File: config.mk
export PLATFORM = sky130hd
export DESIGN_NAME = acs_sequencer
export DESIGN_NICKNAME = d
export VERILOG_FILES = /design/src/design/acs_pkg.sv /design/src/design/acs_bit_clock.sv /design/src/design/acs_sequencer.sv
export SDC_FILE = /design/constraint.sdc
export NUM_CORES = 1
export LEC_CHECK = 0
export BUFFER_PORTS_ARGS = -buffer_cell sky130_fd_sc_hd__buf_2
export CORE_MARGIN = 4
export CORE_UTILIZATION = 45
export DETAILED_ROUTE_END_ITERATION = 10
export MAX_ROUTING_LAYER = met4
export PLACE_DENSITY_LB_ADDON = 0.1
export SYNTH_ARGS = -nofsm -noshare
export SYNTH_HDL_FRONTEND = slang
export SYNTH_SLANG_ARGS = --single-unit
export TNS_END_PERCENT = 100
File: constraint.sdc
create_clock -name clk -period 7 [get_ports clk]
set_input_delay 1.4 -clock clk [delete_from_list [all_inputs] [get_ports clk]]
set_output_delay 1.4 -clock clk [all_outputs]
set_load 0.05 [all_outputs]
File: src/design/acs_pkg.sv
// constants, register map and carrier types of the conversion sequencer
package acs_pkg;

  // timing
  localparam int CLK_PERIOD_NS   = 40;
  localparam int RC_DELAY_NS     = 160;
  localparam int RC_DELAY_CYC    = (RC_DELAY_NS + CLK_PERIOD_NS - 1) / CLK_PERIOD_NS;
  localparam int CONV_TADS       = 11;
  localparam int ABORT_TADS      = 2;
  localparam int RESULT_BITS     = 10;

  // register byte offsets
  localparam logic [4:0] OFS_CONTROL = 5'h00;
  localparam logic [4:0] OFS_ANALOG  = 5'h04;
  localparam logic [4:0] OFS_RES_HI  = 5'h08;
  localparam logic [4:0] OFS_RES_LO  = 5'h0C;
  localparam logic [4:0] OFS_FLAGS   = 5'h10;
  localparam logic [4:0] OFS_MASK    = 5'h14;

  // control register fields
  localparam int CTL_POWER_BIT   = 0;
  localparam int CTL_RUN_BIT     = 1;
  localparam int CTL_CHAN_LSB    = 2;
  localparam int CTL_REF_BIT     = 6;
  localparam int CTL_FORMAT_BIT  = 7;

  // analog select register fields
  localparam int ANA_PINS_LSB    = 0;
  localparam int ANA_CLKSEL_LSB  = 4;

  // flag and mask register field
  localparam int FLAG_DONE_BIT   = 6;

  // reset values
  localparam logic [7:0] CONTROL_RST = 8'h00;
  localparam logic [7:0] ANALOG_RST  = 8'h0F;
  localparam logic [7:0] FLAGS_RST   = 8'h00;
  localparam logic [7:0] MASK_RST    = 8'h00;

  // conversion clock select codes
  localparam logic [2:0] CLKSEL_DIV2  = 3'h0;
  localparam logic [2:0] CLKSEL_DIV8  = 3'h1;
  localparam logic [2:0] CLKSEL_DIV32 = 3'h2;
  localparam logic [2:0] CLKSEL_DIV4  = 3'h4;
  localparam logic [2:0] CLKSEL_DIV16 = 3'h5;
  localparam logic [2:0] CLKSEL_DIV64 = 3'h6;
  localparam logic [1:0] CLKSEL_RC_LO = 2'h3;

  typedef enum {
    ST_IDLE,
    ST_RC_WAIT,
    ST_CONV,
    ST_ABORT
  } acs_state_type;

  // drive toward the analog multiplexer and converter core
  typedef struct packed {
    logic [1:0]             channel_select;
    logic                   reference_select;
    logic                   hold;
    logic [RESULT_BITS-1:0] trial_code;
    logic [3:0]             digital_input_disable;
    logic                   core_enable;
  } acs_analog_type;

endpackage

File: src/design/acs_bit_clock.sv
// conversion bit clock generator: oscillator divider or synchronised rc clock
`timescale 1ns/100ps
module acs_bit_clock (
  // clock and reset
  input  wire logic       clk,
  input  wire logic       rst_n,
  // control
  input  wire logic       enable,
  input  wire logic [2:0] conversion_clock_select,
  // dedicated rc clock pin
  input  wire logic       rc_clk_pin,
  // one pulse per conversion bit period
  output logic            tad_tick
);

  logic [5:0] div_ff;
  logic [5:0] nxt_div;
  logic       rc_meta_ff;
  logic       rc_sync_ff;
  logic       rc_last_ff;
  logic       tick_ff;
  logic       nxt_tick;

  function automatic logic [5:0] divide_last(input logic [2:0] sel);
    case (sel)
      acs_pkg::CLKSEL_DIV2:  divide_last = 6'h01;
      acs_pkg::CLKSEL_DIV4:  divide_last = 6'h03;
      acs_pkg::CLKSEL_DIV8:  divide_last = 6'h07;
      acs_pkg::CLKSEL_DIV16: divide_last = 6'h0F;
      acs_pkg::CLKSEL_DIV32: divide_last = 6'h1F;
      default:               divide_last = 6'h3F;
    endcase
  endfunction

  always_comb begin
    nxt_div  = 6'h00;
    nxt_tick = 1'b0;
    if (enable) begin
      if (conversion_clock_select[1:0] == acs_pkg::CLKSEL_RC_LO) begin
        nxt_tick = rc_sync_ff & ~rc_last_ff; // [RULE5]
      end else if (div_ff == divide_last(conversion_clock_select)) begin
        nxt_tick = 1'b1; // [RULE5]
      end else begin
        nxt_div = div_ff + 6'h01;
      end
    end
  end

  // the rc pin is foreign to clk, so it passes two flops before edge detection
  always_ff @(posedge clk) begin
    if (!rst_n) begin
      div_ff     <= 6'h00;
      tick_ff    <= 1'b0;
      rc_meta_ff <= 1'b0;
      rc_sync_ff <= 1'b0;
      rc_last_ff <= 1'b0;
    end else begin
      div_ff     <= nxt_div;
      tick_ff    <= nxt_tick;
      rc_meta_ff <= rc_clk_pin;
      rc_sync_ff <= rc_meta_ff;
      rc_last_ff <= rc_sync_ff;
    end
  end

  assign tad_tick = tick_ff;

endmodule

File: src/design/acs_sequencer.sv
// four channel 10-bit successive approximation conversion sequencer
//
// Contract
// [RULE1] one of four channels reaches the sample and hold, chosen by channel_select
// [RULE2] result is built by successive approximation, kept as 10-bit binary
// [RULE3] reference_select one picks external reference pin, zero the supply
// [RULE4] a conversion lasts eleven bit clock periods from start to completion
// [RULE5] conversion_clock_select picks oscillator divide 2..64 or the rc clock
// [RULE6] software keeps the bit period at least 1.6 microseconds
// [RULE7] writing one to run/done starts a conversion of the sampled channel
// [RULE8] completion clears run/done, sets done flag bit 6, may raise interrupt
// [RULE9] clearing run/done mid conversion aborts, previous result is kept
// [RULE10] after abort wait two bit periods, then acquisition restarts; hold drops at the abort already, only the next start waits
// [RULE11] software powers on and starts in separate writes
// [RULE12] result_format_select bit 7 chooses left or right justification
// [RULE13] analog_pin_select disables digital input buffers; software sets direction
// [RULE14] left: high byte eight msbs; right: high byte two msbs, low eight
// [RULE15] reset turns converter off and aborts, result pair unchanged
// [RULE16] with rc clock the start waits one instruction cycle
// [RULE17] sleep with non-rc clock aborts and turns core off, power bit kept
// [RULE18] both result bytes change together with run/done clearing
`timescale 1ns/100ps
module acs_sequencer (
  // clock and reset
  input  wire logic                  clk,
  input  wire logic                  rst_n,
  // avalon-mm slave
  input  wire logic [4:0]            avs_address,
  input  wire logic                  avs_read,
  input  wire logic                  avs_write,
  input  wire logic [31:0]           avs_writedata,
  output logic [31:0]                avs_readdata,
  output logic                       avs_waitrequest,
  // interrupt
  output logic                       irq,
  // system
  input  wire logic                  sleep_req,
  input  wire logic                  rc_clk_pin,
  // analog core
  input  wire logic                  comparator_high,
  output acs_pkg::acs_analog_type    analog_out
);

  localparam int RB = acs_pkg::RESULT_BITS;

  acs_pkg::acs_state_type  state_ff;
  acs_pkg::acs_state_type  nxt_state;
  logic [7:0]              control_ff;
  logic [7:0]              nxt_control;
  logic [7:0]              analog_ff;
  logic [7:0]              nxt_analog;
  logic [7:0]              flags_ff;
  logic [7:0]              nxt_flags;
  logic [7:0]              mask_ff;
  logic [7:0]              nxt_mask;
  logic                    sleep_off_ff;
  logic                    nxt_sleep_off;
  logic [3:0]              tad_cnt_ff;
  logic [3:0]              nxt_tad_cnt;
  logic [2:0]              wait_cnt_ff;
  logic [2:0]              nxt_wait_cnt;
  logic [RB-1:0]           sar_ff;
  logic [RB-1:0]           nxt_sar;
  logic [3:0]              bit_ff;
  logic [3:0]              nxt_bit;
  logic [RB-1:0]           result_ff;
  logic [RB-1:0]           nxt_result;
  logic                    result_load;
  logic                    wait_ff;
  logic                    nxt_wait;
  logic [31:0]             rdata_ff;
  logic [31:0]             nxt_rdata;
  logic                    irq_ff;
  logic                    nxt_irq;
  acs_pkg::acs_analog_type ana_ff;
  acs_pkg::acs_analog_type nxt_ana;
  logic                    cmp_meta_ff;
  logic                    cmp_sync_ff;
  logic                    tad_tick;
  logic                    active;
  logic                    rc_mode;
  logic                    acc_wr;
  logic                    acc_rd;
  logic                    done_evt;
  logic [RB-1:0]           decided;

  // placement of the raw result across the byte pair
  function automatic logic [7:0] result_byte(input logic [RB-1:0] r, input logic right,
                                             input logic high);
    if (right) begin
      result_byte = high ? {6'h00, r[9:8]} : r[7:0]; // [RULE14]
    end else begin
      result_byte = high ? r[9:2] : {r[1:0], 6'h00}; // [RULE14]
    end
  endfunction

  assign active  = control_ff[acs_pkg::CTL_POWER_BIT] & ~sleep_off_ff;
  assign rc_mode = analog_ff[acs_pkg::ANA_CLKSEL_LSB +: 2] == acs_pkg::CLKSEL_RC_LO;
  // a request is taken on the edge where waitrequest is already low
  assign acc_wr  = avs_write & ~wait_ff;
  assign acc_rd  = avs_read & ~wait_ff;

  acs_bit_clock u_bit_clock (
    .clk                     (clk),
    .rst_n                   (rst_n),
    .enable                  (active),
    .conversion_clock_select (analog_ff[acs_pkg::ANA_CLKSEL_LSB +: 3]),
    .rc_clk_pin              (rc_clk_pin),
    .tad_tick                (tad_tick)
  );

  // register bus and interrupt
  always_comb begin
    nxt_wait  = ~((avs_read | avs_write) & wait_ff);
    nxt_rdata = 32'h0000_0000;
    if (avs_read & wait_ff) begin
      case (avs_address)
        acs_pkg::OFS_CONTROL: nxt_rdata = {24'h00_0000, control_ff};
        acs_pkg::OFS_ANALOG:  nxt_rdata = {24'h00_0000, analog_ff};
        acs_pkg::OFS_RES_HI: // [RULE12]
          nxt_rdata = {24'h00_0000,
                       result_byte(result_ff, control_ff[acs_pkg::CTL_FORMAT_BIT], 1'b1)};
        acs_pkg::OFS_RES_LO: // [RULE12]
          nxt_rdata = {24'h00_0000,
                       result_byte(result_ff, control_ff[acs_pkg::CTL_FORMAT_BIT], 1'b0)};
        acs_pkg::OFS_FLAGS:   nxt_rdata = {24'h00_0000, flags_ff};
        acs_pkg::OFS_MASK:    nxt_rdata = {24'h00_0000, mask_ff};
        default:              nxt_rdata = 32'h0000_0000;
      endcase
    end
    nxt_analog = analog_ff;
    nxt_mask   = mask_ff;
    nxt_flags  = flags_ff;
    if (acc_wr && avs_address == acs_pkg::OFS_ANALOG) begin
      nxt_analog = {1'b0, avs_writedata[6:0]};
    end
    if (acc_wr && avs_address == acs_pkg::OFS_MASK) begin
      nxt_mask = avs_writedata[7:0] & 8'h40;
    end
    // only bits actually returned are cleared, so a new event is never lost
    if (acc_rd && avs_address == acs_pkg::OFS_FLAGS) begin
      nxt_flags = flags_ff & ~rdata_ff[7:0];
    end
    if (done_evt) begin
      nxt_flags[acs_pkg::FLAG_DONE_BIT] = 1'b1; // [RULE8]
    end
    nxt_irq = |(nxt_flags & nxt_mask); // [RULE8]
  end

  // conversion sequencing
  always_comb begin
    nxt_state     = state_ff;
    nxt_control   = control_ff;
    nxt_tad_cnt   = tad_cnt_ff;
    nxt_wait_cnt  = wait_cnt_ff;
    nxt_sar       = sar_ff;
    nxt_bit       = bit_ff;
    nxt_result    = result_ff;
    result_load   = 1'b0;
    done_evt      = 1'b0;
    decided       = sar_ff;
    if (!cmp_sync_ff) begin
      decided[bit_ff] = 1'b0; // [RULE2]
    end
    if (acc_wr && avs_address == acs_pkg::OFS_CONTROL) begin
      nxt_control = avs_writedata[7:0] & 8'hCF; // [RULE7]
    end
    // sleep on an oscillator-derived clock stops the core, power bit stays
    nxt_sleep_off = sleep_req & ~rc_mode & nxt_control[acs_pkg::CTL_POWER_BIT]; // [RULE17]
    case (state_ff)
      acs_pkg::ST_IDLE: begin
        nxt_tad_cnt  = 4'h0;
        nxt_wait_cnt = 3'h0;
        if (control_ff[acs_pkg::CTL_RUN_BIT] && active) begin
          nxt_state = rc_mode ? acs_pkg::ST_RC_WAIT : acs_pkg::ST_CONV; // [RULE7] [RULE16]
        end
      end
      acs_pkg::ST_RC_WAIT: begin
        nxt_wait_cnt = wait_cnt_ff + 3'h1;
        if (!nxt_control[acs_pkg::CTL_RUN_BIT]) begin
          nxt_state    = acs_pkg::ST_ABORT; // [RULE9]
          nxt_wait_cnt = 3'h0;
        end else if (32'(wait_cnt_ff) == acs_pkg::RC_DELAY_CYC - 1) begin
          nxt_state    = acs_pkg::ST_CONV; // [RULE16]
          nxt_wait_cnt = 3'h0;
        end
      end
      acs_pkg::ST_CONV: begin
        if (!nxt_control[acs_pkg::CTL_RUN_BIT] || nxt_sleep_off) begin
          nxt_state    = acs_pkg::ST_ABORT; // [RULE9] [RULE17]
          nxt_wait_cnt = 3'h0;
          nxt_control[acs_pkg::CTL_RUN_BIT] = 1'b0;
        end else if (tad_tick) begin
          nxt_tad_cnt = tad_cnt_ff + 4'h1; // [RULE4]
          if (tad_cnt_ff == 4'h0) begin
            nxt_sar      = '0;
            nxt_sar[RB-1] = 1'b1; // [RULE2]
            nxt_bit      = 4'(RB - 1);
          end else if (32'(tad_cnt_ff) == acs_pkg::CONV_TADS - 1) begin
            nxt_result  = decided; // [RULE18]
            result_load = 1'b1; // [RULE9]
            done_evt    = 1'b1; // [RULE8]
            nxt_state   = acs_pkg::ST_IDLE;
            // a fresh software start in the same cycle outranks the hardware clear
            if (!(acc_wr && avs_address == acs_pkg::OFS_CONTROL &&
                  avs_writedata[acs_pkg::CTL_RUN_BIT])) begin
              nxt_control[acs_pkg::CTL_RUN_BIT] = 1'b0; // [RULE8] [RULE18]
            end
          end else begin
            nxt_sar = decided; // [RULE2]
            if (bit_ff != 4'h0) begin
              nxt_sar[bit_ff - 4'h1] = 1'b1;
              nxt_bit = bit_ff - 4'h1;
            end
          end
        end
      end
      acs_pkg::ST_ABORT: begin
        if (tad_tick) begin
          nxt_wait_cnt = wait_cnt_ff + 3'h1;
          if (32'(wait_cnt_ff) == acs_pkg::ABORT_TADS - 1) begin
            nxt_state = acs_pkg::ST_IDLE; // [RULE10]
          end
        end
      end
      default: begin
        nxt_state = acs_pkg::ST_IDLE;
      end
    endcase
  end

  // analog drive
  always_comb begin
    nxt_ana.channel_select        = nxt_control[acs_pkg::CTL_CHAN_LSB +: 2]; // [RULE1]
    nxt_ana.reference_select      = nxt_control[acs_pkg::CTL_REF_BIT]; // [RULE3]
    // sample switch opens only while bits are being decided; otherwise it acquires
    nxt_ana.hold                  = nxt_state == acs_pkg::ST_CONV; // [RULE10]
    nxt_ana.trial_code            = nxt_sar;
    nxt_ana.digital_input_disable = nxt_analog[acs_pkg::ANA_PINS_LSB +: 4]; // [RULE13]
    nxt_ana.core_enable           = nxt_control[acs_pkg::CTL_POWER_BIT] & ~nxt_sleep_off;
  end

  always_ff @(posedge clk) begin
    if (!rst_n) begin
      state_ff     <= acs_pkg::ST_IDLE; // [RULE15]
      control_ff   <= acs_pkg::CONTROL_RST; // [RULE15]
      analog_ff    <= acs_pkg::ANALOG_RST;
      flags_ff     <= acs_pkg::FLAGS_RST;
      mask_ff      <= acs_pkg::MASK_RST;
      sleep_off_ff <= 1'b0;
      tad_cnt_ff   <= 4'h0;
      wait_cnt_ff  <= 3'h0;
      sar_ff       <= '0;
      bit_ff       <= 4'h0;
      wait_ff      <= 1'b1;
      rdata_ff     <= 32'h0000_0000;
      irq_ff       <= 1'b0;
      ana_ff       <= '0;
      cmp_meta_ff  <= 1'b0;
      cmp_sync_ff  <= 1'b0;
    end else begin
      state_ff     <= nxt_state;
      control_ff   <= nxt_control;
      analog_ff    <= nxt_analog;
      flags_ff     <= nxt_flags;
      mask_ff      <= nxt_mask;
      sleep_off_ff <= nxt_sleep_off;
      tad_cnt_ff   <= nxt_tad_cnt;
      wait_cnt_ff  <= nxt_wait_cnt;
      sar_ff       <= nxt_sar;
      bit_ff       <= nxt_bit;
      wait_ff      <= nxt_wait;
      rdata_ff     <= nxt_rdata;
      irq_ff       <= nxt_irq;
      ana_ff       <= nxt_ana;
      cmp_meta_ff  <= comparator_high;
      cmp_sync_ff  <= cmp_meta_ff;
    end
  end

  // result pair has no reset: its contents survive a device reset
  // a completion that meets the reset edge must not load either
  always_ff @(posedge clk) begin
    if (rst_n && result_load) begin
      result_ff <= nxt_result; // [RULE15] [RULE18]
    end
  end

  assign avs_readdata    = rdata_ff;
  assign avs_waitrequest = wait_ff;
  assign irq             = irq_ff;
  assign analog_out      = ana_ff;

endmodule

==> results.md <==
- The worst setup path is captured at a flip-flop.
- The count of distinct cell types in the synthesized netlist is 67.
- Leaving out filler cells and counting taps, the final layout contains 779.
- The cell count after placement is 747.
- 0 antenna diodes ended up in the layout.
- The startpoint class of the critical path is a primary input.
- The starting density of the core is 0.464.
- The final-layout setup total negative slack is 0 ns.
- The clock buffer count from CTS is 17.
- The max capacitance violation total is 0.
- The flow ran to the end, and the final reports show no timing, DRC or antenna violations.
- In this run the worst path has a maximum fanout of 14.
- The final worst-path setup slack is 3.73 ns.
- For this run, asynchronously set or reset flops after synthesis account for 0.
- Measured along the y axis, the die boundary spans 117 um.
- The register clock-pin slew on the reported worst setup and hold paths is 0.05 ns.
- The number of detailed-route iterations in the first pass is 4.
- The number of placed I/O pins is 97.
- Across every metal layer, demand over resource in global routing totals 0.189.
- The pin slew with the least headroom to its limit is 0.868 ns.
- The congestion estimate from routability-driven global placement came to 0.830.
- The core outline area is 11,500 um^2.
- The post-cts repair resize count is 0.
- The final setup skew is 0.0119 ns.
- The cell count after synthesis is 555.
- In this run, synthesis produced a sequential element count of 121.
- The dominant register cell in the synthesized netlist is sky130_fd_sc_hd__dfxtp_1.
- Buffers placed on the I/O ports in this run total 48.
- Entering global routing, the biggest net connects 63 pins.
- Counting along the longest clock path gives a buffer depth of 2.
- The area share of and/or/nand/nor cells after synthesis is 0.207.
- The H-tree was split into 4 levels.
- The synthesized-area fraction occupied by xor and xnor cells is 0.00819.
- Averaged over all synthesized cells, the footprint is 9.63 um^2.
- The final critical-path share of the clock period is 0.467.
- After synthesis the cells add up to 5350 um^2.
- The source-to-sink clock delay at the later pin of the worst-skew pair is 0.42 ns.
- For this run, the number of Yosys warnings is 0.
- The clock root buffer master is sky130_fd_sc_hd__clkbuf_16.
- The first global-routing pass estimated 19,400 um of wire.
- The die outline area is 13,700 um^2.
- The total length of routed wires is 11,700 um.
- Across the VDD grid, the largest voltage drop is 0.158 mV.
- The via count of the first global-routing pass is 3,991.
- In this run, synthesis inferred 10 flip-flops with an integrated enable.
- The growth of design area from synthesis to finish is 17.1%.
- By startpoint and endpoint, the worst setup path is classified as primary input to flip-flop.
- Data on the critical path arrives at its endpoint at 3.32 ns.
- The final critical-path required period is 3.27 ns.
- The worst setup slack after placement is 3.26 ns.
- The multiplexer share of the synthesized area is 0.0477.
- Summed over all nets, the half-perimeter wirelength after detailed placement is 8400 um.
- The initial antenna violation count is 0.
- The synthesized-area fraction occupied by ao, oa, aoi and oai cells is 0.161.
- The largest family of logic cells by synthesized area is simple AND/OR/NAND/NOR gates.
- Measured along the x axis, the die boundary spans 117 um.
- Hold repair after CTS inserted 0 buffers.
- The first-iteration detailed-routing DRC count is 293.
- The final number of max-transition violations is 0.
- The remaining global-route overflow is 0.
- The share of the yosys chip area belonging to registers is 0.472.
- Setup repair after global routing left no endpoint under its margin.
- The class of the tightest hold or removal check is flip-flop to flip-flop.
- The final-report setup violation count is 0.
- The routed wirelength normalized by instance count is 15.0 um.
- TritonCTS built the clock tree.
- In the final layout, the share of cells above drive strength 1 is 0.142.
- In this run the static leakage power is 2.66 nW.
- The number of setup buffers added after CTS is 0.
- The relative max-transition margin is 0.417.
- In this run the power density over the cells is 266 nW/um^2.
- The maximum clock frequency is 0.306 GHz.
- The detail route stage leaves a number of antenna-violating nets equal to 0.
- The final hold violation count is 0.
- The clock sink count is 121.
- The number of nets in the layout is 679.
- Using the TritonRoute via totals, the vias-per-cell ratio works out to 5.31.
- The post-synthesis adder-cell area fraction is 0.0281.
- The number of design rule violations left after detail routing is 0.
- The endpoint required time on the critical path is 7.05 ns.
- Across all layers, the routed design uses 4,137 vias.
- The number of placement rows is 39.
## power by group
group | internal (mW) | switching (mW)
logic | 0.0119 | 0.0579
clock network | 0.585 | 0.294
registers | 0.710 | 0.00460
## cell families after synthesis
family,count (synthesis)
AOI/OAI and AO/OA,121
buffers and inverters,75
adders and majority gates,12
and+or+nand+nor,195
other,1
xor gates and xnor gates,5
muxes,25
DFF,121
## cells in the mapped netlist, drive strengths merged (12+ instances only)
| library cell | count | area (um^2) |
|---|---|---|
| and2 | 13 | 81.3 |
| nor2 | 30 | 129 |
| o21ai | 19 | 95.1 |
| nor4 | 12 | 90.1 |
| ha | 12 | 150 |
| a21oi | 16 | 80.1 |
| clkbuf | 23 | 86.3 |
| buf | 32 | 241 |
| mux2i | 21 | 210 |
| nand2 | 39 | 146 |
| inv | 20 | 75.1 |
| nand3 | 19 | 95.1 |
| a21boi | 12 | 90.1 |
| dfxtp | 111 | 2220 |
| and3 | 22 | 138 |
## layout by cell type (no fill, tap or decap), types with 8 or more instances in the layout
cell type and instances:
sky130_fd_sc_hd__conb_1 54, sky130_fd_sc_hd__nand2_1 39, sky130_fd_sc_hd__edfxtp_1 10, sky130_fd_sc_hd__mux2i_1 21, sky130_fd_sc_hd__nor2_1 29, sky130_fd_sc_hd__dfxtp_1 111, sky130_fd_sc_hd__o21ai_0 19, sky130_fd_sc_hd__a31oi_1 8
sky130_fd_sc_hd__clkbuf_16 17, sky130_fd_sc_hd__and2_1 12, sky130_fd_sc_hd__and3_1 22, sky130_fd_sc_hd__inv_1 20, sky130_fd_sc_hd__nor3_1 8, sky130_fd_sc_hd__a22oi_1 11, sky130_fd_sc_hd__nor2b_1 10, sky130_fd_sc_hd__a21oi_1 16
sky130_fd_sc_hd__a21boi_0 12, sky130_fd_sc_hd__buf_2 48, sky130_fd_sc_hd__nand3_1 19, sky130_fd_sc_hd__ha_1 12, sky130_fd_sc_hd__nor4_1 11
## layout make-up
type,instances,area [um^2]
sequential,121,2520
clock inverter,8,118
inverter,20,75.1
multi-input combinational,412,2620
clock buffer,24,482
timing repair buffer,51,263
fill,1053,5260
tap,143,179
## metrics by stage
stage / hold WS (ns) / cell area, um^2 / total power [mW] / util
CTS: 0.435 / 6260 / 1.68 / 0.543
floorplan: 0.412 / 5550 / 0.793 / -
global placement: 0.415 / 5660 / 0.797 / 0.491
finish: 0.431 / 6260 / 1.66 / 0.543
detailed placement: 0.420 / 5660 / 0.798 / 0.491
global route: 0.456 / 6260 / 1.72 / 0.543
## worst paths after layout
check	from	to	slack [ns]	cells past startpoint
max reg2reg	state_ff[9]	result_ff[1]	4.31	5
min reg2reg	u_bit_clock.rc_meta_ff	u_bit_clock.rc_sync_ff	0.43	1
max	avs_address[2]	result_ff[1]	3.73	6
min	u_bit_clock.rc_meta_ff	u_bit_clock.rc_sync_ff	0.43	1
## routing by layer
layer | global-route usage | share of wire | wire, um
met5 | - | 0 | 0
met4 | 0.0864 | 0.023 | 273
met3 | 0.0468 | 0.050 | 588
met2 | 0.285 | 0.46 | 5370
met1 | 0.240 | 0.47 | 5490
## flip-flops by register name, indices dropped and copies added, names as in the netlist, 4 cells and up
register / count
tad_cnt_ff: 4
bit_ff: 4
state_ff: 32
flags_ff: 8
u_bit_clock.div_ff: 6
avs_readdata: 8
result_ff: 10
mask_ff: 8
analog_out: 16
analog_ff: 7
control_ff: 6
## worst max-delay path, stage by stage
cell                      delay (ns)
sky130_fd_sc_hd__buf_2          0.18
sky130_fd_sc_hd__or4b_4         0.61
sky130_fd_sc_hd__nor2_8         0.17
sky130_fd_sc_hd__mux2_2         0.29
sky130_fd_sc_hd__nand3_1        0.09
sky130_fd_sc_hd__nor2_1         0.58
(Power assumes the default switching activity.)
